`config.mk`:
```
export PLATFORM = sky130hd
export DESIGN_NAME = crs_register_set
export DESIGN_NICKNAME = d
export VERILOG_FILES = /design/src/pkg/crs_pkg.sv /design/src/hdl/crs_register_set.sv
export SDC_FILE = /design/constraint.sdc
export NUM_CORES = 1
export LEC_CHECK = 0
export ABC_AREA = 1
export BUFFER_PORTS_ARGS = -buffer_cell sky130_fd_sc_hd__buf_2
export CAP_MARGIN = 20
export CORE_MARGIN = 3
export CORE_UTILIZATION = 45
export DETAILED_ROUTE_END_ITERATION = 8
export PLACE_DENSITY = 0.75
export SLEW_MARGIN = 25
export SYNTH_ARGS = -nofsm -noshare
export SYNTH_HDL_FRONTEND = slang
export SYNTH_SLANG_ARGS = --single-unit
```
`constraint.sdc`:
```
create_clock -name I_REF_CLK -period 8.6 [get_ports I_REF_CLK]
set_clock_uncertainty 0.05 [all_clocks]
set_input_delay 0.43 -clock I_REF_CLK [delete_from_list [all_inputs] [get_ports I_REF_CLK]]
set_output_delay 0.43 -clock I_REF_CLK [all_outputs]
set_load 0.01 [all_outputs]
```
`src/pkg/crs_pkg.sv`:
```
// Operation
// - sixty-four kilobyte address space, sixteen-bit addresses
// - sixteen-bit instruction pointer tracks fetch location
// - sixteen-bit accumulator, byte ops use low byte
// - sixteen-bit temporary accumulator is second operand
// - index register offsets indexed effective addresses
// - sixteen-bit extra pointer addresses memory
// - sixteen-bit stack pointer locates stack area
// - status word: bank/page upper, condition codes lower
// - bank pointer picks active general register bank
// - direct addresses 0x80-0xFF remap through page select
// - direct addresses 0x00-0x7F pass through unchanged
// - page 0 maps 0x0080, others step 128 bytes
// - half-carry follows carry or borrow from bit 3
// - interrupt enable gates interrupts, cleared by reset
// - interrupt taken only when level beats mask
// - negative flag copies result sign bit
// - zero flag set on zero result
// - overflow flag set on two's-complement overflow
// - carry from bit 7, shifts load shifted-out bit
// - eight-bit general registers, eight per bank, 32 banks
// - low three opcode bits select bank register
package crs_pkg;
   // register byte offsets on the bus
   localparam logic [7:0] CRS_OFF_IP = 8'h00;
   localparam logic [7:0] CRS_OFF_ACC = 8'h04;
   localparam logic [7:0] CRS_OFF_TMP = 8'h08;
   localparam logic [7:0] CRS_OFF_IDX = 8'h0C;
   localparam logic [7:0] CRS_OFF_EP = 8'h10;
   localparam logic [7:0] CRS_OFF_SP = 8'h14;
   localparam logic [7:0] CRS_OFF_PSW = 8'h18;
   localparam logic [7:0] CRS_OFF_STAT = 8'h1C;
   // reset values
   localparam logic [15:0] CRS_RST_REG = 16'h0000;
   localparam logic [15:0] CRS_RST_PSW = 16'h0030;
   // address map constants
   localparam logic [15:0] CRS_BANK_BASE = 16'h0100;
   localparam logic [15:0] CRS_PAGE_BASE = 16'h0080;
   // status word layout, upper byte then condition code byte
   typedef struct packed {
      logic [4:0] bank_select_pointer;
      logic [2:0] direct_page_select;
      logic h;
      logic i;
      logic [1:0] int_level_mask;
      logic n;
      logic z;
      logic v;
      logic c;
   } crs_psw_t;
   // byte operations issued by the core
   typedef enum logic [2:0] {
      CRS_OP_NONE,
      CRS_OP_ADD,
      CRS_OP_SUB,
      CRS_OP_SHL,
      CRS_OP_SHR
   } crs_op_t;
   // captured bus address phase
   typedef struct packed {
      logic valid;
      logic write;
      logic hit;
      logic [7:0] off;
   } crs_req_t;
endpackage

```
`src/hdl/crs_register_set.sv`:
```
// The AHB-Lite interface to the registers and the address map were left to the implementer.
`timescale 1ns/1ps
module crs_register_set
   import crs_pkg::*;
(
   input wire logic I_REF_CLK,
   input wire logic I_RESET,
   // ahb-lite slave
   input wire logic I_HSEL,
   input wire logic [31:0] I_HADDR,
   input wire logic [1:0] I_HTRANS,
   input wire logic I_HWRITE,
   input wire logic [2:0] I_HSIZE,
   input wire logic [31:0] I_HWDATA,
   input wire logic I_HREADY,
   output logic [31:0] O_HRDATA,
   output logic O_HREADYOUT,
   output logic O_HRESP,
   // core side, same clock
   input wire crs_op_t I_ALU_OP,
   input wire logic I_IP_STEP,
   input wire logic [2:0] I_REG_SEL,
   input wire logic [7:0] I_DIR_ADDR,
   input wire logic [7:0] I_IDX_DISP,
   input wire logic I_INT_REQ,
   input wire logic [1:0] I_INT_LEVEL,
   output logic [15:0] O_IP,
   output logic [15:0] O_ACC,
   output logic [15:0] O_TMP,
   output logic [15:0] O_IDX,
   output logic [15:0] O_EP,
   output logic [15:0] O_SP,
   output logic [15:0] O_PSW,
   output logic [15:0] O_GREG_ADDR,
   output logic [15:0] O_DIR_PHYS,
   output logic [15:0] O_EA_INDEXED,
   output logic O_INT_TAKE
);

   // dedicated registers
   logic [15:0] ip_q;
   logic [15:0] acc_q;
   logic [15:0] tmp_q;
   logic [15:0] idx_q;
   logic [15:0] ep_q;
   logic [15:0] sp_q;
   crs_psw_t psw_q;
   crs_psw_t psw_d;

   // bus pipeline
   crs_req_t req_q;
   logic [31:0] hrdata_q;
   logic hreadyout_q;
   logic hresp_q;
   logic addr_take;
   logic addr_hit;
   logic wr_en;
   logic [15:0] wdata;
   logic [31:0] rd_mux;

   // alu scratch
   logic [8:0] wide;
   logic [4:0] nib;
   logic [7:0] alu_res;
   logic alu_h;
   logic alu_v;
   logic alu_c;
   logic alu_go;
   logic alu_arith;
   logic [7:0] opa;
   logic [7:0] opb;

   // derived address outputs
   logic [15:0] greg_q;
   logic [15:0] dir_q;
   logic [15:0] ea_q;
   logic int_take_q;

   // a transfer is taken only when the bus is ready and the slot is ours
   assign addr_take = I_HSEL & I_HTRANS[1] & I_HREADY;
   // only word offsets inside the first 32 bytes decode
   assign addr_hit = (I_HADDR[31:5] == 27'h000_0000) &
                     (I_HADDR[1:0] == 2'b00);

   // capture the address phase, act on it in the data phase
   always_ff @(posedge I_REF_CLK or posedge I_RESET)
   begin
      if (I_RESET)
      begin
         req_q <= '0;
      end
      else
      begin
         req_q.valid <= addr_take;
         req_q.write <= I_HWRITE;
         req_q.hit <= addr_hit;
         req_q.off <= I_HADDR[7:0];
      end
   end

   // registers are 16 bits, the upper half of the bus word is dropped
   assign wr_en = req_q.valid & req_q.write & req_q.hit;
   assign wdata = I_HWDATA[15:0];

   // read mux; a write in flight to the same word, except CRS_OFF_STAT, is forwarded so a
   // back-to-back write then read sees the new value
   always_comb
   begin
      rd_mux = 32'h0000_0000;
      case (I_HADDR[7:0])
         CRS_OFF_IP: rd_mux = {16'h0000, ip_q};
         CRS_OFF_ACC: rd_mux = {16'h0000, acc_q};
         CRS_OFF_TMP: rd_mux = {16'h0000, tmp_q};
         CRS_OFF_IDX: rd_mux = {16'h0000, idx_q};
         CRS_OFF_EP: rd_mux = {16'h0000, ep_q};
         CRS_OFF_SP: rd_mux = {16'h0000, sp_q};
         CRS_OFF_PSW: rd_mux = {16'h0000, psw_q};
         CRS_OFF_STAT: rd_mux = {16'h0000, greg_q};
         default: rd_mux = 32'h0000_0000;
      endcase
      if (!addr_hit)
      begin
         rd_mux = 32'h0000_0000;
      end
      else if (wr_en && (req_q.off == I_HADDR[7:0]) &&
               (I_HADDR[7:0] != CRS_OFF_STAT))
      begin
         rd_mux = {16'h0000, wdata};
      end
   end

   // zero-wait slave: read data is loaded at the address edge and
   // stands through the data phase
   always_ff @(posedge I_REF_CLK or posedge I_RESET)
   begin
      if (I_RESET)
      begin
         hrdata_q <= 32'h0000_0000;
         hreadyout_q <= 1'b0;
         hresp_q <= 1'b0;
      end
      else
      begin
         hreadyout_q <= 1'b1;
         hresp_q <= 1'b0; // always okay, unmapped reads zero
         if (addr_take && !I_HWRITE)
         begin
            hrdata_q <= rd_mux;
         end
      end
   end

   // operands are the low bytes of accumulator and temporary
   assign opa = acc_q[7:0];
   assign opb = tmp_q[7:0];
   assign alu_go = (I_ALU_OP != CRS_OP_NONE);
   assign alu_arith = (I_ALU_OP == CRS_OP_ADD) |
                      (I_ALU_OP == CRS_OP_SUB);

   // byte alu with flag generation
   always_comb
   begin
      wide = 9'h000;
      nib = 5'h00;
      alu_res = opa;
      alu_h = psw_q.h;
      alu_v = psw_q.v;
      alu_c = psw_q.c;
      case (I_ALU_OP)
         CRS_OP_ADD:
         begin
            wide = {1'b0, opa} + {1'b0, opb};
            nib = {1'b0, opa[3:0]} + {1'b0, opb[3:0]};
            alu_res = wide[7:0];
            alu_h = nib[4];
            alu_c = wide[8];
            alu_v = (opa[7] == opb[7]) & (wide[7] != opa[7]);
         end
         CRS_OP_SUB:
         begin
            wide = {1'b0, opa} - {1'b0, opb};
            nib = {1'b0, opa[3:0]} - {1'b0, opb[3:0]};
            alu_res = wide[7:0];
            alu_h = nib[4];
            alu_c = wide[8];
            alu_v = (opa[7] != opb[7]) & (wide[7] != opa[7]);
         end
         CRS_OP_SHL:
         begin
            alu_res = {opa[6:0], 1'b0};
            alu_c = opa[7];
         end
         CRS_OP_SHR:
         begin
            alu_res = {1'b0, opa[7:1]};
            alu_c = opa[0];
         end
         default:
         begin
            alu_res = opa;
         end
      endcase
   end

   // status word next value: flags from the alu win over a bus write
   // in the same cycle, so no result is ever lost
   always_comb
   begin
      psw_d = psw_q;
      if (wr_en && (req_q.off == CRS_OFF_PSW))
      begin
         psw_d = crs_psw_t'(wdata);
      end
      if (alu_go)
      begin
         psw_d.n = alu_res[7];
         psw_d.z = (alu_res == 8'h00);
         psw_d.c = alu_c;
         if (alu_arith)
         begin
            psw_d.h = alu_h;
            psw_d.v = alu_v;
         end
      end
   end

   // status word; reset leaves interrupts disabled, with mask 3 admitting levels 0 to 2
   always_ff @(posedge I_REF_CLK or posedge I_RESET)
   begin
      if (I_RESET)
      begin
         psw_q <= crs_psw_t'(CRS_RST_PSW);
      end
      else
      begin
         psw_q <= psw_d;
      end
   end

   // instruction pointer; a bus load beats a fetch step
   always_ff @(posedge I_REF_CLK or posedge I_RESET)
   begin
      if (I_RESET)
      begin
         ip_q <= CRS_RST_REG;
      end
      else if (wr_en && (req_q.off == CRS_OFF_IP))
      begin
         ip_q <= wdata;
      end
      else if (I_IP_STEP)
      begin
         ip_q <= ip_q + 16'h0001;
      end
   end

   // accumulator; byte results touch only the low byte
   always_ff @(posedge I_REF_CLK or posedge I_RESET)
   begin
      if (I_RESET)
      begin
         acc_q <= CRS_RST_REG;
      end
      else if (alu_go)
      begin
         acc_q[7:0] <= alu_res;
      end
      else if (wr_en && (req_q.off == CRS_OFF_ACC))
      begin
         acc_q <= wdata;
      end
   end

   // pointer and data registers written only from the bus
   always_ff @(posedge I_REF_CLK or posedge I_RESET)
   begin
      if (I_RESET)
      begin
         tmp_q <= CRS_RST_REG;
         idx_q <= CRS_RST_REG;
         ep_q <= CRS_RST_REG;
         sp_q <= CRS_RST_REG;
      end
      else if (wr_en)
      begin
         if (req_q.off == CRS_OFF_TMP)
         begin
            tmp_q <= wdata;
         end
         if (req_q.off == CRS_OFF_IDX)
         begin
            idx_q <= wdata;
         end
         if (req_q.off == CRS_OFF_EP)
         begin
            ep_q <= wdata;
         end
         if (req_q.off == CRS_OFF_SP)
         begin
            sp_q <= wdata;
         end
      end
   end

   // general register address: base plus bank times eight plus select;
   // five bank bits give 32 banks of eight byte registers
   always_ff @(posedge I_REF_CLK or posedge I_RESET)
   begin
      if (I_RESET)
      begin
         greg_q <= CRS_BANK_BASE;
      end
      else
      begin
         greg_q <= CRS_BANK_BASE +
                   {8'h00, psw_q.bank_select_pointer, 3'h0} +
                   {13'h0000, I_REG_SEL};
      end
   end

   // direct page remap; the lower half never moves, the upper half
   // lands in a 128 byte window chosen by the page select
   always_ff @(posedge I_REF_CLK or posedge I_RESET)
   begin
      if (I_RESET)
      begin
         dir_q <= CRS_RST_REG;
      end
      else if (!I_DIR_ADDR[7])
      begin
         dir_q <= {8'h00, I_DIR_ADDR};
      end
      else
      begin
         dir_q <= CRS_PAGE_BASE +
                  {6'h00, psw_q.direct_page_select, 7'h00} +
                  {9'h000, I_DIR_ADDR[6:0]};
      end
   end

   // indexed effective address, displacement is signed and the sum
   // wraps inside the 64 kbyte space
   always_ff @(posedge I_REF_CLK or posedge I_RESET)
   begin
      if (I_RESET)
      begin
         ea_q <= CRS_RST_REG;
      end
      else
      begin
         ea_q <= idx_q + {{8{I_IDX_DISP[7]}}, I_IDX_DISP};
      end
   end

   // interrupt acceptance: enabled and strictly higher priority than
   // the mask; mask 0 therefore blocks every level
   always_ff @(posedge I_REF_CLK or posedge I_RESET)
   begin
      if (I_RESET)
      begin
         int_take_q <= 1'b0;
      end
      else
      begin
         int_take_q <= I_INT_REQ & psw_q.i &
                       (I_INT_LEVEL < psw_q.int_level_mask);
      end
   end

   // outputs straight from flip-flops
   assign O_HRDATA = hrdata_q;
   assign O_HREADYOUT = hreadyout_q;
   assign O_HRESP = hresp_q;
   assign O_IP = ip_q;
   assign O_ACC = acc_q;
   assign O_TMP = tmp_q;
   assign O_IDX = idx_q;
   assign O_EP = ep_q;
   assign O_SP = sp_q;
   assign O_PSW = psw_q;
   assign O_GREG_ADDR = greg_q;
   assign O_DIR_PHYS = dir_q;
   assign O_EA_INDEXED = ea_q;
   assign O_INT_TAKE = int_take_q;

endmodule // crs_register_set

```
==> summary.md, run 1 <==
| Metric | Value |
|---|---|
| Largest delay contributor family on the critical path | `compound AO/OA/AOI/OAI gates` |
| Routed WL per cell | `18.6 um` |
| Post-Syn Area | `0.0102 sq mm` |
| Cts bufs inserted | `17` |
| Vias in the first global route | `9484` |
| MaxCap Viol Count | `0` |
| Hold buffer count at cts | `0` |
| Clock Sinks | `176` |
| Detailed-route via count | `10207` |
| Routed Antenna Nets | `0` |
| Largest net degree at the start of global routing | `110` |
| First-pass GRT wire length | `51700 um` |
| Worst Path Arrival | `2870 ps` |
| Netlist cell types | `48` |
| Overall routed net length | `33900 um` |
| Crit path buf inv count | `1` |
| CP max stage delay | `480 ps` |
| Mapped Cells | `1311` |
| Initial Utilization | `46.3%` |
| Cell with the most instances after synthesis | `nand2_1` |
| CP endpoint kind | `register` |
| Mux contribution to synthesized area | `0%` |
| Startpoint Class | `register` |
| DRC viols | `0` |
| Post-synthesis compound-gate area fraction | `11.8%` |
| # IOs | `295` |
| CP cell instances | `ha_1 > inv_1 > fa_1 > o21ai_0 > a21boi_0 > o21ai_0 > nand2_1 > nand2_1 > xor2_1` |
| Antenna violations before repair | `0` |
| RD Place Congestion | `0.981` |
| 1st-iter DRT viols | `969` |
| Main synth FF type | `dfrtp_1` |
| Largest family of logic cells by synthesized area | `simple AND/OR/NAND/NOR gates` |
| Endpoints failing setup | `0` |
| Fill cells | `2075` |
| # diodes | `0` |
| Final #Nets | `1677` |
| Area leader, netlist | `dfrtp_1` |
| VDD IR-drop max | `129 uV` |
| XOR/XNOR Fraction of Synth Area | `3.18%` |
| GRT Residual Overflow | `0` |
| Hold_ws | `34.2 ps` |
| Worst skew pair latency | `440 ps` |
| Worst min-delay path category | `in2reg` |
| CTS tree | `built` |
| # H-tree levels | `4` |
| Post_cts resized | `0` |
| Max Clock Freq | `390 MHz` |
| Syn. warnings | `0` |
| Post-synthesis register bit count | `176` |
| Critical-path maximum fanout | `4` |
| PwrDens | `200 mW/mm^2` |
| Post-synth EDFFs | `0` |
| Met1 GRT Util | `37.0%` |
| CP Class | `reg2reg` |
| Std-Cell Rows | `54` |
| Most used routing layer | `met2` |
| RSZ-0062 raised after global routing | `false` |
| Area share of and/or/nand/nor cells after synthesis | `27.0%` |
| Least-Margin Pin Slew | `1010 ps` |
| Period minus WS final | `2570 ps` |
| Clock Tree Buf Depth | `2` |
| Final Hold Viols | `0` |
| Postcts setup bufs | `0` |
| Cells on worst reg2reg path | `9` |
| Die W | `157 um` |
| Clock-pin transition on the worst setup and hold timing paths | `80 ps` |
| Port Buf Inserts | `244` |
| Worst hold stages | `1` |
| Synth top area cells | `dfrtp_1 (43%), nand2_1 (12%), nand3_1 (7.1%)` |
| CTS root buffer | `clkbuf_16` |
| Post-synth top cells | `nand2_1 (338), dfrtp_1 (174), nand3_1 (144)` |
| Die area | `0.0245 sq mm` |
| Vias per Instance | `5.58` |
| Reg2reg setup slack | `6030 ps` |
| Setup TNS | `0 ps` |
| Static Leak | `6.39 nW` |
| Met2 Usage GRT | `42.3%` |
| Slowest CP cell | `dfrtp_1` |
| Area share of the largest cell type after synthesis | `42.7%` |
| Core outline area | `0.0220 sq mm` |
| GR Util All Layers | `27.1%` |
| Sequential element share of the synthesized area | `43.2%` |
| Crit path depth | `9` |
| Final cycle utilization of the critical path | `29.8%` |
| Fin. max-slew vios | `0` |
| DRT Pass-1 Iters | `6` |
| Slew Limit Headroom | `32.3%` |
| Die height | `157 um` |
| GRT met3 Usage | `6.80%` |
| Post-synthesis adder-cell area fraction | `5.37%` |
| Status | `completed` |
| Asr flop ratio synth | `100%` |
| HPWL after DPL | `25400 um` |
| Post-Syn Area per Cell | `7.78 sq um` |
| Critical Path RT | `8910 ps` |
| Layout cells sized above 1 | `20.7%` |
| Area grow syn2layout | `19.0%` |
-- report_power, final --
group	switching [mW]	internal, mW
clock network	0.373	0.444
registers	0.101	0.890
logic	0.399	0.216
-- metal layers --
| layer | wire length, um | share of wire, % | vias to the layer above |
|---|---|---|---|
| li1 | - | - | 4721 |
| met2 | 15300 | 45 | 633 |
| met1 | 13800 | 41 | 4779 |
| met3 | 3850 | 11 | 74 |
| met4 | 1000 | 3.0 | 0 |
| met5 | 0 | 0 | - |
-- per-stage QoR --
step	power (mW)	instance area [sq um]	setup slack [ps]	instances	utilization [%]
6_report	2.42	12100	6030	1828	55.1
5_1_grt	2.55	12100	5830	1828	55.1
4_1_cts	2.42	12100	6030	1828	55.1
3_5_place_dp	1.61	11500	5690	1796	52.2
3_3_place_gp	1.60	11500	5730	1796	52.2
2_1_floorplan	1.39	10300	3350	1340	-
-- worst paths after layout --
path | startpoint | end
worst max-delay path | O_IDX[0] | O_EA_INDEXED[10]
worst min-delay path | I_DIR_ADDR[4] | O_DIR_PHYS[4]
worst max register to register | O_IDX[0] | O_EA_INDEXED[10]
worst min register to register | O_PSW[11] | O_GREG_ADDR[3]
max in group asynchronous | I_RESET | O_EA_INDEXED[1]
min in group asynchronous | I_RESET | O_DIR_PHYS[3]
-- sequential cells by signal, indices dropped and copies added (netlist names), 8 cells and up --
name	count
req_q	11
O_SP	16
O_IDX	16
O_IP	16
O_PSW	16
O_GREG_ADDR	8
O_EP	16
O_HRDATA	16
O_TMP	16
O_DIR_PHYS	11
O_ACC	16
O_EA_INDEXED	16
-- area by class of cell --
| type | instances | area (sq um) | share of cell area (%) |
|---|---|---|---|
| clock inverters | 15 | 200 | 1.65 |
| inverters | 138 | 527 | 4.34 |
| well taps | 280 | 350 | 2.89 |
| flip-flops and latches | 176 | 4410 | 36.3 |
| repair buffers | 251 | 1270 | 10.5 |
| multi-input cells | 951 | 4950 | 40.8 |
| clock buffers | 17 | 425 | 3.50 |
-- layout by cell type, fill, tap and decap left out, types with 3 or more instances in the layout --
cell	instances
clkinv_4	4
a31oi_1	3
inv_8	4
xnor2_1	6
nand3_1	143
o31ai_1	4
nor3_1	7
xor2_1	31
o21ai_2	6
o21ai_1	17
nand2_2	6
inv_1	130
nor4_1	10
o221ai_1	9
nor2_2	5
buf_2	244
clkinv_8	3
o211ai_1	4
o21ai_0	122
dfrtp_1	174
nor2_1	71
clkbuf_16	17
o22ai_1	9
conb_1	31
ha_1	39
buf_4	7
fa_1	3
nor3_2	3
nand4_1	30
a21oi_1	35
inv_2	5
nand2_1	336
-- cells by family after synthesis --
group                    count (synthesis)
AND/OR/NAND/NOR                        624
flip-flops                             176
buffers and inverters                  213
other                                    2
AO/OA/AOI/OAI                          217
adder cells (fa/ha/maj)                 42
XOR/XNOR                                37
(Power assumes the default switching activity.)
==> run 2, diff against run 1 <==
Clock period 8.6 ns to 2.4 ns, I/O delays scaled along.
==> summary.md, run 2 (same netlist as run 1, synthesis figures left out) <==
| Metric | Value |
|---|---|
| Status | `completed (unchanged)` |
| GR Util All Layers | `28.6% (was 27.1%)` |
| Core outline area | `0.0220 sq mm (unchanged)` |
| Worst hold stages | `5 (was 1)` |
| CTS root buffer | `clkbuf_16 (unchanged)` |
| Slew Limit Headroom | `57.7% (was 32.3%)` |
| Final cycle utilization of the critical path | `95.5% (was 29.8%)` |
| Commonest non-fill, non-tap cell in the layout | `nand2_1 (unchanged)` |
| 1st-iter DRT viols | `1227 (was 969)` |
| Setup WS post-layout | `109 ps (was 6030 ps)` |
| Die area | `0.0245 sq mm (unchanged)` |
| Reg2reg setup slack | `110 ps (was 6030 ps)` |
| Clock-pin transition on the worst setup and hold timing paths | `70 ps (was 80 ps)` |
| Largest net degree at the start of global routing | `104 (was 110)` |
| Hold endpoint | `req_q[8] (was O_DIR_PHYS[4])` |
| Crit path launch | `O_ACC[0] (was O_IDX[0])` |
| Routed WL per cell | `18.6 um (about the same)` |
| R2R Path End | `O_PSW[2] (was O_EA_INDEXED[10])` |
| Port Buf Inserts | `244 (unchanged)` |
| Detailed-route via count | `10509 (was 10207)` |
| Die height | `157 um (unchanged)` |
| HPWL after DPL | `26500 um (was 25400 um)` |
| Placed cell count | `1833 (was 1796)` |
| Least-Margin Pin Slew | `634 ps (was 1010 ps)` |
| PwrDens | `707 mW/mm^2 (was 200 mW/mm^2)` |
| FF-to-FF Start | `O_ACC[0] (was O_IDX[0])` |
| Fill cells | `2012 (was 2075)` |
| Die W | `157 um (unchanged)` |
| DRT Pass-1 Iters | `6 (unchanged)` |
| P_int | `5.94 mW (was 1.55 mW)` |
| Overall routed net length | `35400 um (was 33900 um)` |
| Pre-CTS WS | `129 ps (was 5690 ps)` |
| Final #Nets | `1756 (was 1677)` |
| # diodes | `0 (unchanged)` |
| Clock Sinks | `176 (unchanged)` |
| Std-Cell Rows | `54 (unchanged)` |
| Critical-path maximum fanout | `6 (was 4)` |
| Vias per Instance | `5.51 (was 5.58)` |
| Clock power share | `34.1% (was 33.7%)` |
| Fin. max-slew vios | `0 (unchanged)` |
| Cts bufs inserted | `17 (unchanged)` |
| Antenna violations before repair | `0 (unchanged)` |
| Net Sw Power | `3.18 mW (was 0.874 mW)` |
| Static Leak | `6.74 nW (was 6.39 nW)` |
| CTS tree | `built (unchanged)` |
| Vias in the first global route | `9621 (was 9484)` |
| Max Clock Freq | `436 MHz (was 390 MHz)` |
| Initial Utilization | `46.3% (unchanged)` |
| # H-tree levels | `4 (unchanged)` |
| Critical Path RT | `2720 ps (was 8910 ps)` |
| Final Hold Viols | `0 (unchanged)` |
| MaxCap Viol Count | `0 (unchanged)` |
| # IOs | `295 (unchanged)` |
| Gate power share | `28.0% (was 25.4%)` |
| Period minus WS final | `2290 ps (was 2570 ps)` |
| Area grow syn2layout | `26.4% (was 19.0%)` |
| Sw Ratio | `34.8% (was 36.1%)` |
| CP endpoint kind | `register (unchanged)` |
| Setup TNS | `0 ps (unchanged)` |
| Endpoints failing setup | `0 (unchanged)` |
| Routed Antenna Nets | `0 (unchanged)` |
| Startpoint Class | `register (unchanged)` |
| Worst min-delay path category | `in2reg (unchanged)` |
| Clock Tree Buf Depth | `2 (unchanged)` |
| RD Place Congestion | `0.958 (was 0.981)` |
| GRT Residual Overflow | `0 (unchanged)` |
| First-pass GRT wire length | `54500 um (was 51700 um)` |
| CP Class | `reg2reg (unchanged)` |
| Worst Hold Launch | `I_HADDR[24] (was I_DIR_ADDR[4])` |
| Postcts setup bufs | `0 (unchanged)` |
| Worst skew pair latency | `430 ps (was 440 ps)` |
| RSZ-0062 raised after global routing | `false (unchanged)` |
| Share of power burned in registers | `37.9% (was 40.9%)` |
| Cells on worst reg2reg path | `14 (was 9)` |
| Layout Cells excl Fill | `1907 (was 1828)` |
| Most frequent cells in the layout | `nand2_1 (337), buf_2 (244), dfrtp_1 (170) (was nand2_1 (336), buf_2 (244), dfrtp_1 (174))` |
| DRC viols | `0 (unchanged)` |
| VDD IR-drop max | `595 uV (was 129 uV)` |
| Worst Path Arrival | `2610 ps (was 2870 ps)` |
| Layout cells sized above 1 | `22.7% (was 20.7%)` |
[run 2: cell types whose count changed in the layout (fill, tap and decap cells not counted), sizes merged]
cell / delta
buf: +37
bufinv: +2
clkbuf: +1
clkinv: -4
clkinvlp: +1
dlygate4sd3: +42
[run 2: area by class of cell]
class	count	area, sq um	area share [%]
multi-input cells	951	4970	38.6
flip-flops and latches	176	4410	34.2
repair buffers	330	1980	15.4
inverters	138	523	4.06
clock buffers	18	439	3.41
well taps	280	350	2.72
clock inverters	14	216	1.68
[run 2: worst max path at each step]
stage,slack [ps],cells past startpoint,to
2_1_floorplan,-20,1,O_ACC[0]
3_3_place_gp,130,11,O_PSW[3]
3_5_place_dp,130,11,O_PSW[3]
4_1_cts,90,12,O_PSW[3]
5_1_grt,20,14,O_PSW[2]
6_report,110,14,O_PSW[2]
[run 2: worst max-delay path, cell delays in order, from the launching register on]
cell     delay [ps]
dfrtp_2         420
inv_1            80
ha_1            210
fa_1            420
inv_1           140
nand2_1          70
nand2_1          60
nor2_1           40
nor2_1          140
nand3_1         130
nor2_1          120
nand3_1          90
nor2_1          120
nand4_1          90
nand2_1          70
[run 2: what timing repair did]
item                       in CTS  in global routing
resized for setup               0                 17
hold buffers                   42                  0
setup endpoints to repair       0                 22
hold endpoints to repair       74                  0
[run 2: metal layers]
metal	vias up	wire, um	global-route usage [%]
met5	-	0	0
met4	0	1150	9.71
met3	83	3760	4.84
met2	646	15400	43.1
met1	4891	15100	42.0
li1	4889	-	-
[run 2: stage by stage]
step	hold slack, ps	power (mW)	util, %	area, sq um
CTS	13.4	9.05	58.4	12900
finish	10.9	9.12	58.6	12900
global placement	59.4	5.89	53.5	11800
detailed placement	61.5	5.90	53.5	11800
global route	45.4	9.55	58.6	12900
floorplan	101	4.97	-	10300
[run 2: power groups by stage]
stage / clock, mW / combinational [mW] / sequential (mW)
floorplan: 0 / 1.39 / 3.58
global placement: 0 / 2.40 / 3.49
detailed placement: 0 / 2.41 / 3.49
CTS: 3.13 / 2.49 / 3.44
global route: 3.25 / 2.83 / 3.47
finish: 3.11 / 2.55 / 3.45
==> run 3, diff against run 2 <==
Settings changed: CORE_ASPECT_RATIO from default to 2.
==> summary.md, run 3 (same netlist as run 1, synthesis figures left out) <==
| Metric | Value |
|---|---|
| Die height | `219 um (was 157 um)` |
| MaxCap Viol Count | `0 (unchanged)` |
| # diodes | `0 (unchanged)` |
| CP cell instances | `dlygate4sd3_1 > buf_2 > nor2_1 > nand2_1 > nor2_4 > buf_12 > nand2_1 > o21ai_0 > nor2_1 > nand2_1 > nand2_1 > nand2_1 > nand2_1 > nand2_1 (was inv_1 > ha_1 > fa_1 > inv_1 > nand2_1 > nand2_1 > nor2_1 > nor2_1 > nand3_1 > nor2_1 > nand3_1 > nor2_1 > nand4_1 > nand2_1)` |
| 1st-iter DRT viols | `920 (was 1227)` |
| Area grow syn2layout | `27.2% (was 26.4%)` |
| DRC viols | `0 (unchanged)` |
| CTS tree | `built (unchanged)` |
| Static Leak | `6.80 nW (was 6.74 nW)` |
| GR Util All Layers | `30.8% (was 28.6%)` |
| CP most frequent cell | `nand2_1 (was nor2_1)` |
| Core outline area | `0.0222 sq mm (was 0.0220 sq mm)` |
| Worst Path Arrival | `2640 ps (was 2610 ps)` |
| Largest net degree at the start of global routing | `85 (was 104)` |
| PwrDens | `687 mW/mm^2 (was 707 mW/mm^2)` |
| Vias per Instance | `5.53 (was 5.51)` |
| Endpoints failing setup | `0 (unchanged)` |
| First-pass GRT wire length | `57900 um (was 54500 um)` |
| GRT Residual Overflow | `0 (unchanged)` |
| Critical Path RT | `2750 ps (was 2720 ps)` |
| VDD IR-drop max | `550 uV (was 595 uV)` |
| Post-route design area | `0.0130 sq mm (was 0.0129 sq mm)` |
| Setup TNS | `0 ps (unchanged)` |
| Clock Sinks | `176 (unchanged)` |
| Fill cells | `2094 (was 2012)` |
| Core Util, Final | `58.6% (about the same)` |
| Failing checks | `negative hold slack` |
| Antenna violations before repair | `0 (unchanged)` |
| # H-tree levels | `4 (unchanged)` |
| Initial Utilization | `46.0% (was 46.3%)` |
| Overall routed net length | `38500 um (was 35400 um)` |
| Std-Cell Rows | `77 (was 54)` |
| Least-Margin Pin Slew | `591 ps (was 634 ps)` |
| Critical-path maximum fanout | `41 (was 6)` |
| Postcts setup bufs | `0 (unchanged)` |
| Power, Total | `8.91 mW (was 9.12 mW)` |
| Most frequent cells in the layout | `nand2_1 (338), buf_2 (244), dfrtp_1 (171) (was nand2_1 (337), buf_2 (244), dfrtp_1 (170))` |
| Commonest non-fill, non-tap cell in the layout | `nand2_1 (unchanged)` |
| Slew Limit Headroom | `60.2% (was 57.7%)` |
| Fin. max-slew vios | `0 (unchanged)` |
| Final cycle utilization of the critical path | `95.3% (was 95.5%)` |
| Startpoint Class | `primary input (was register)` |
| DRT Pass-1 Iters | `6 (unchanged)` |
| Final Hold Viols | `1 (was 0)` |
| Routed Antenna Nets | `0 (unchanged)` |
| CP max stage delay | `550 ps (was 420 ps)` |
| Die W | `112 um (was 157 um)` |
| Worst skew pair latency | `460 ps (was 430 ps)` |
| RD Place Congestion | `0.961 (was 0.958)` |
| CTS root buffer | `clkbuf_16 (unchanged)` |
| Max Clock Freq | `437 MHz (was 436 MHz)` |
| HPWL after DPL | `29800 um (was 26500 um)` |
| Period minus WS final | `2290 ps (about the same)` |
| CP Class | `in2reg (was reg2reg)` |
| Hold_ws | `-6.63 ps (was 10.9 ps)` |
| Layout cells sized above 1 | `22.8% (was 22.7%)` |
| Clock Tree Buf Depth | `2 (unchanged)` |
| Worst min-delay path category | `in2reg (unchanged)` |
| Cts bufs inserted | `17 (unchanged)` |
| Final #Nets | `1772 (was 1756)` |
| Routed WL per cell | `20.1 um (was 18.6 um)` |
| Die area | `0.0246 sq mm (was 0.0245 sq mm)` |
| Vias in the first global route | `10544 (was 9621)` |
| Placed Area | `0.0119 sq mm (was 0.0118 sq mm)` |
| Port Buf Inserts | `244 (unchanged)` |
| # IOs | `295 (unchanged)` |
| Status | `finished, violations left (was completed)` |
| Clock-pin transition on the worst setup and hold timing paths | `80 ps (was 70 ps)` |
| Slowest CP cell | `dlygate4sd3_1 (was dfrtp_2)` |
| CP endpoint kind | `register (unchanged)` |
| Detailed-route via count | `10608 (was 10509)` |
[run 3: per-layer routing]
layer | vias up | wire length (um) | track usage (%)
met4 | 0 | 3650 | 24.4
met5 | - | 0 | 0
met1 | 4951 | 12600 | 31.9
met2 | 568 | 19600 | 54.1
met3 | 175 | 2710 | 5.19
li1 | 4914 | - | -
[run 3: final cells by class]
class	count	area (sq um)	area share, %
multi-input combinational	951	4960	38.2
sequential	176	4410	34.0
timing repair buffer	346	2130	16.4
inverter	138	523	4.03
clock buffer	17	425	3.28
tap	276	345	2.66
clock inverter	15	186	1.44
[run 3: timing repair]
action	CTS	global route
hold buffers	43	0
hold endpoints to repair	184	0
gates resized for setup	0	8
endpoints found under the setup margin	0	7
[run 3: path summary, 6_finish.rpt]
path                            cells after the start        start  slack, ps        endpoint
max in group asynchronous                           4      I_RESET       1300        O_TMP[1]
worst max-delay path                               14   I_HADDR[5]        110     O_HRDATA[4]
worst min register to register                      0    O_PSW[15]        410  O_GREG_ADDR[7]
worst max register to register                     14     O_ACC[0]        180        O_PSW[2]
worst min-delay path                                5  I_HADDR[24]         -7        req_q[8]
min in group asynchronous                           3      I_RESET        120         O_SP[5]
[run 3: power by group]
part	switching, mW	total (mW)	internal [mW]
clock	1.44	2.87	1.42
combinational	1.67	2.61	0.938
sequential	0.247	3.44	3.19
[run 3: worst max-delay path, delay by kind of cell]
family,cells,cell delay (ps)
AO/OA/AOI/OAI,1,280
buffers and inverters,3,950
AND/OR/NAND/NOR,10,1270
[run 3: stage by stage]
| step | cells | hold WS, ps | setup slack (ps) |
|---|---|---|---|
| 2_1_floorplan | 1340 | 101 | -21.0 |
| 3_3_place_gp | 1844 | 36.3 | 144 |
| 3_5_place_dp | 1844 | 37.0 | 122 |
| 4_1_cts | 1919 | 4.35 | 81.1 |
| 5_1_grt | 1919 | 44.0 | -4.68 |
| 6_report | 1919 | -6.63 | 113 |
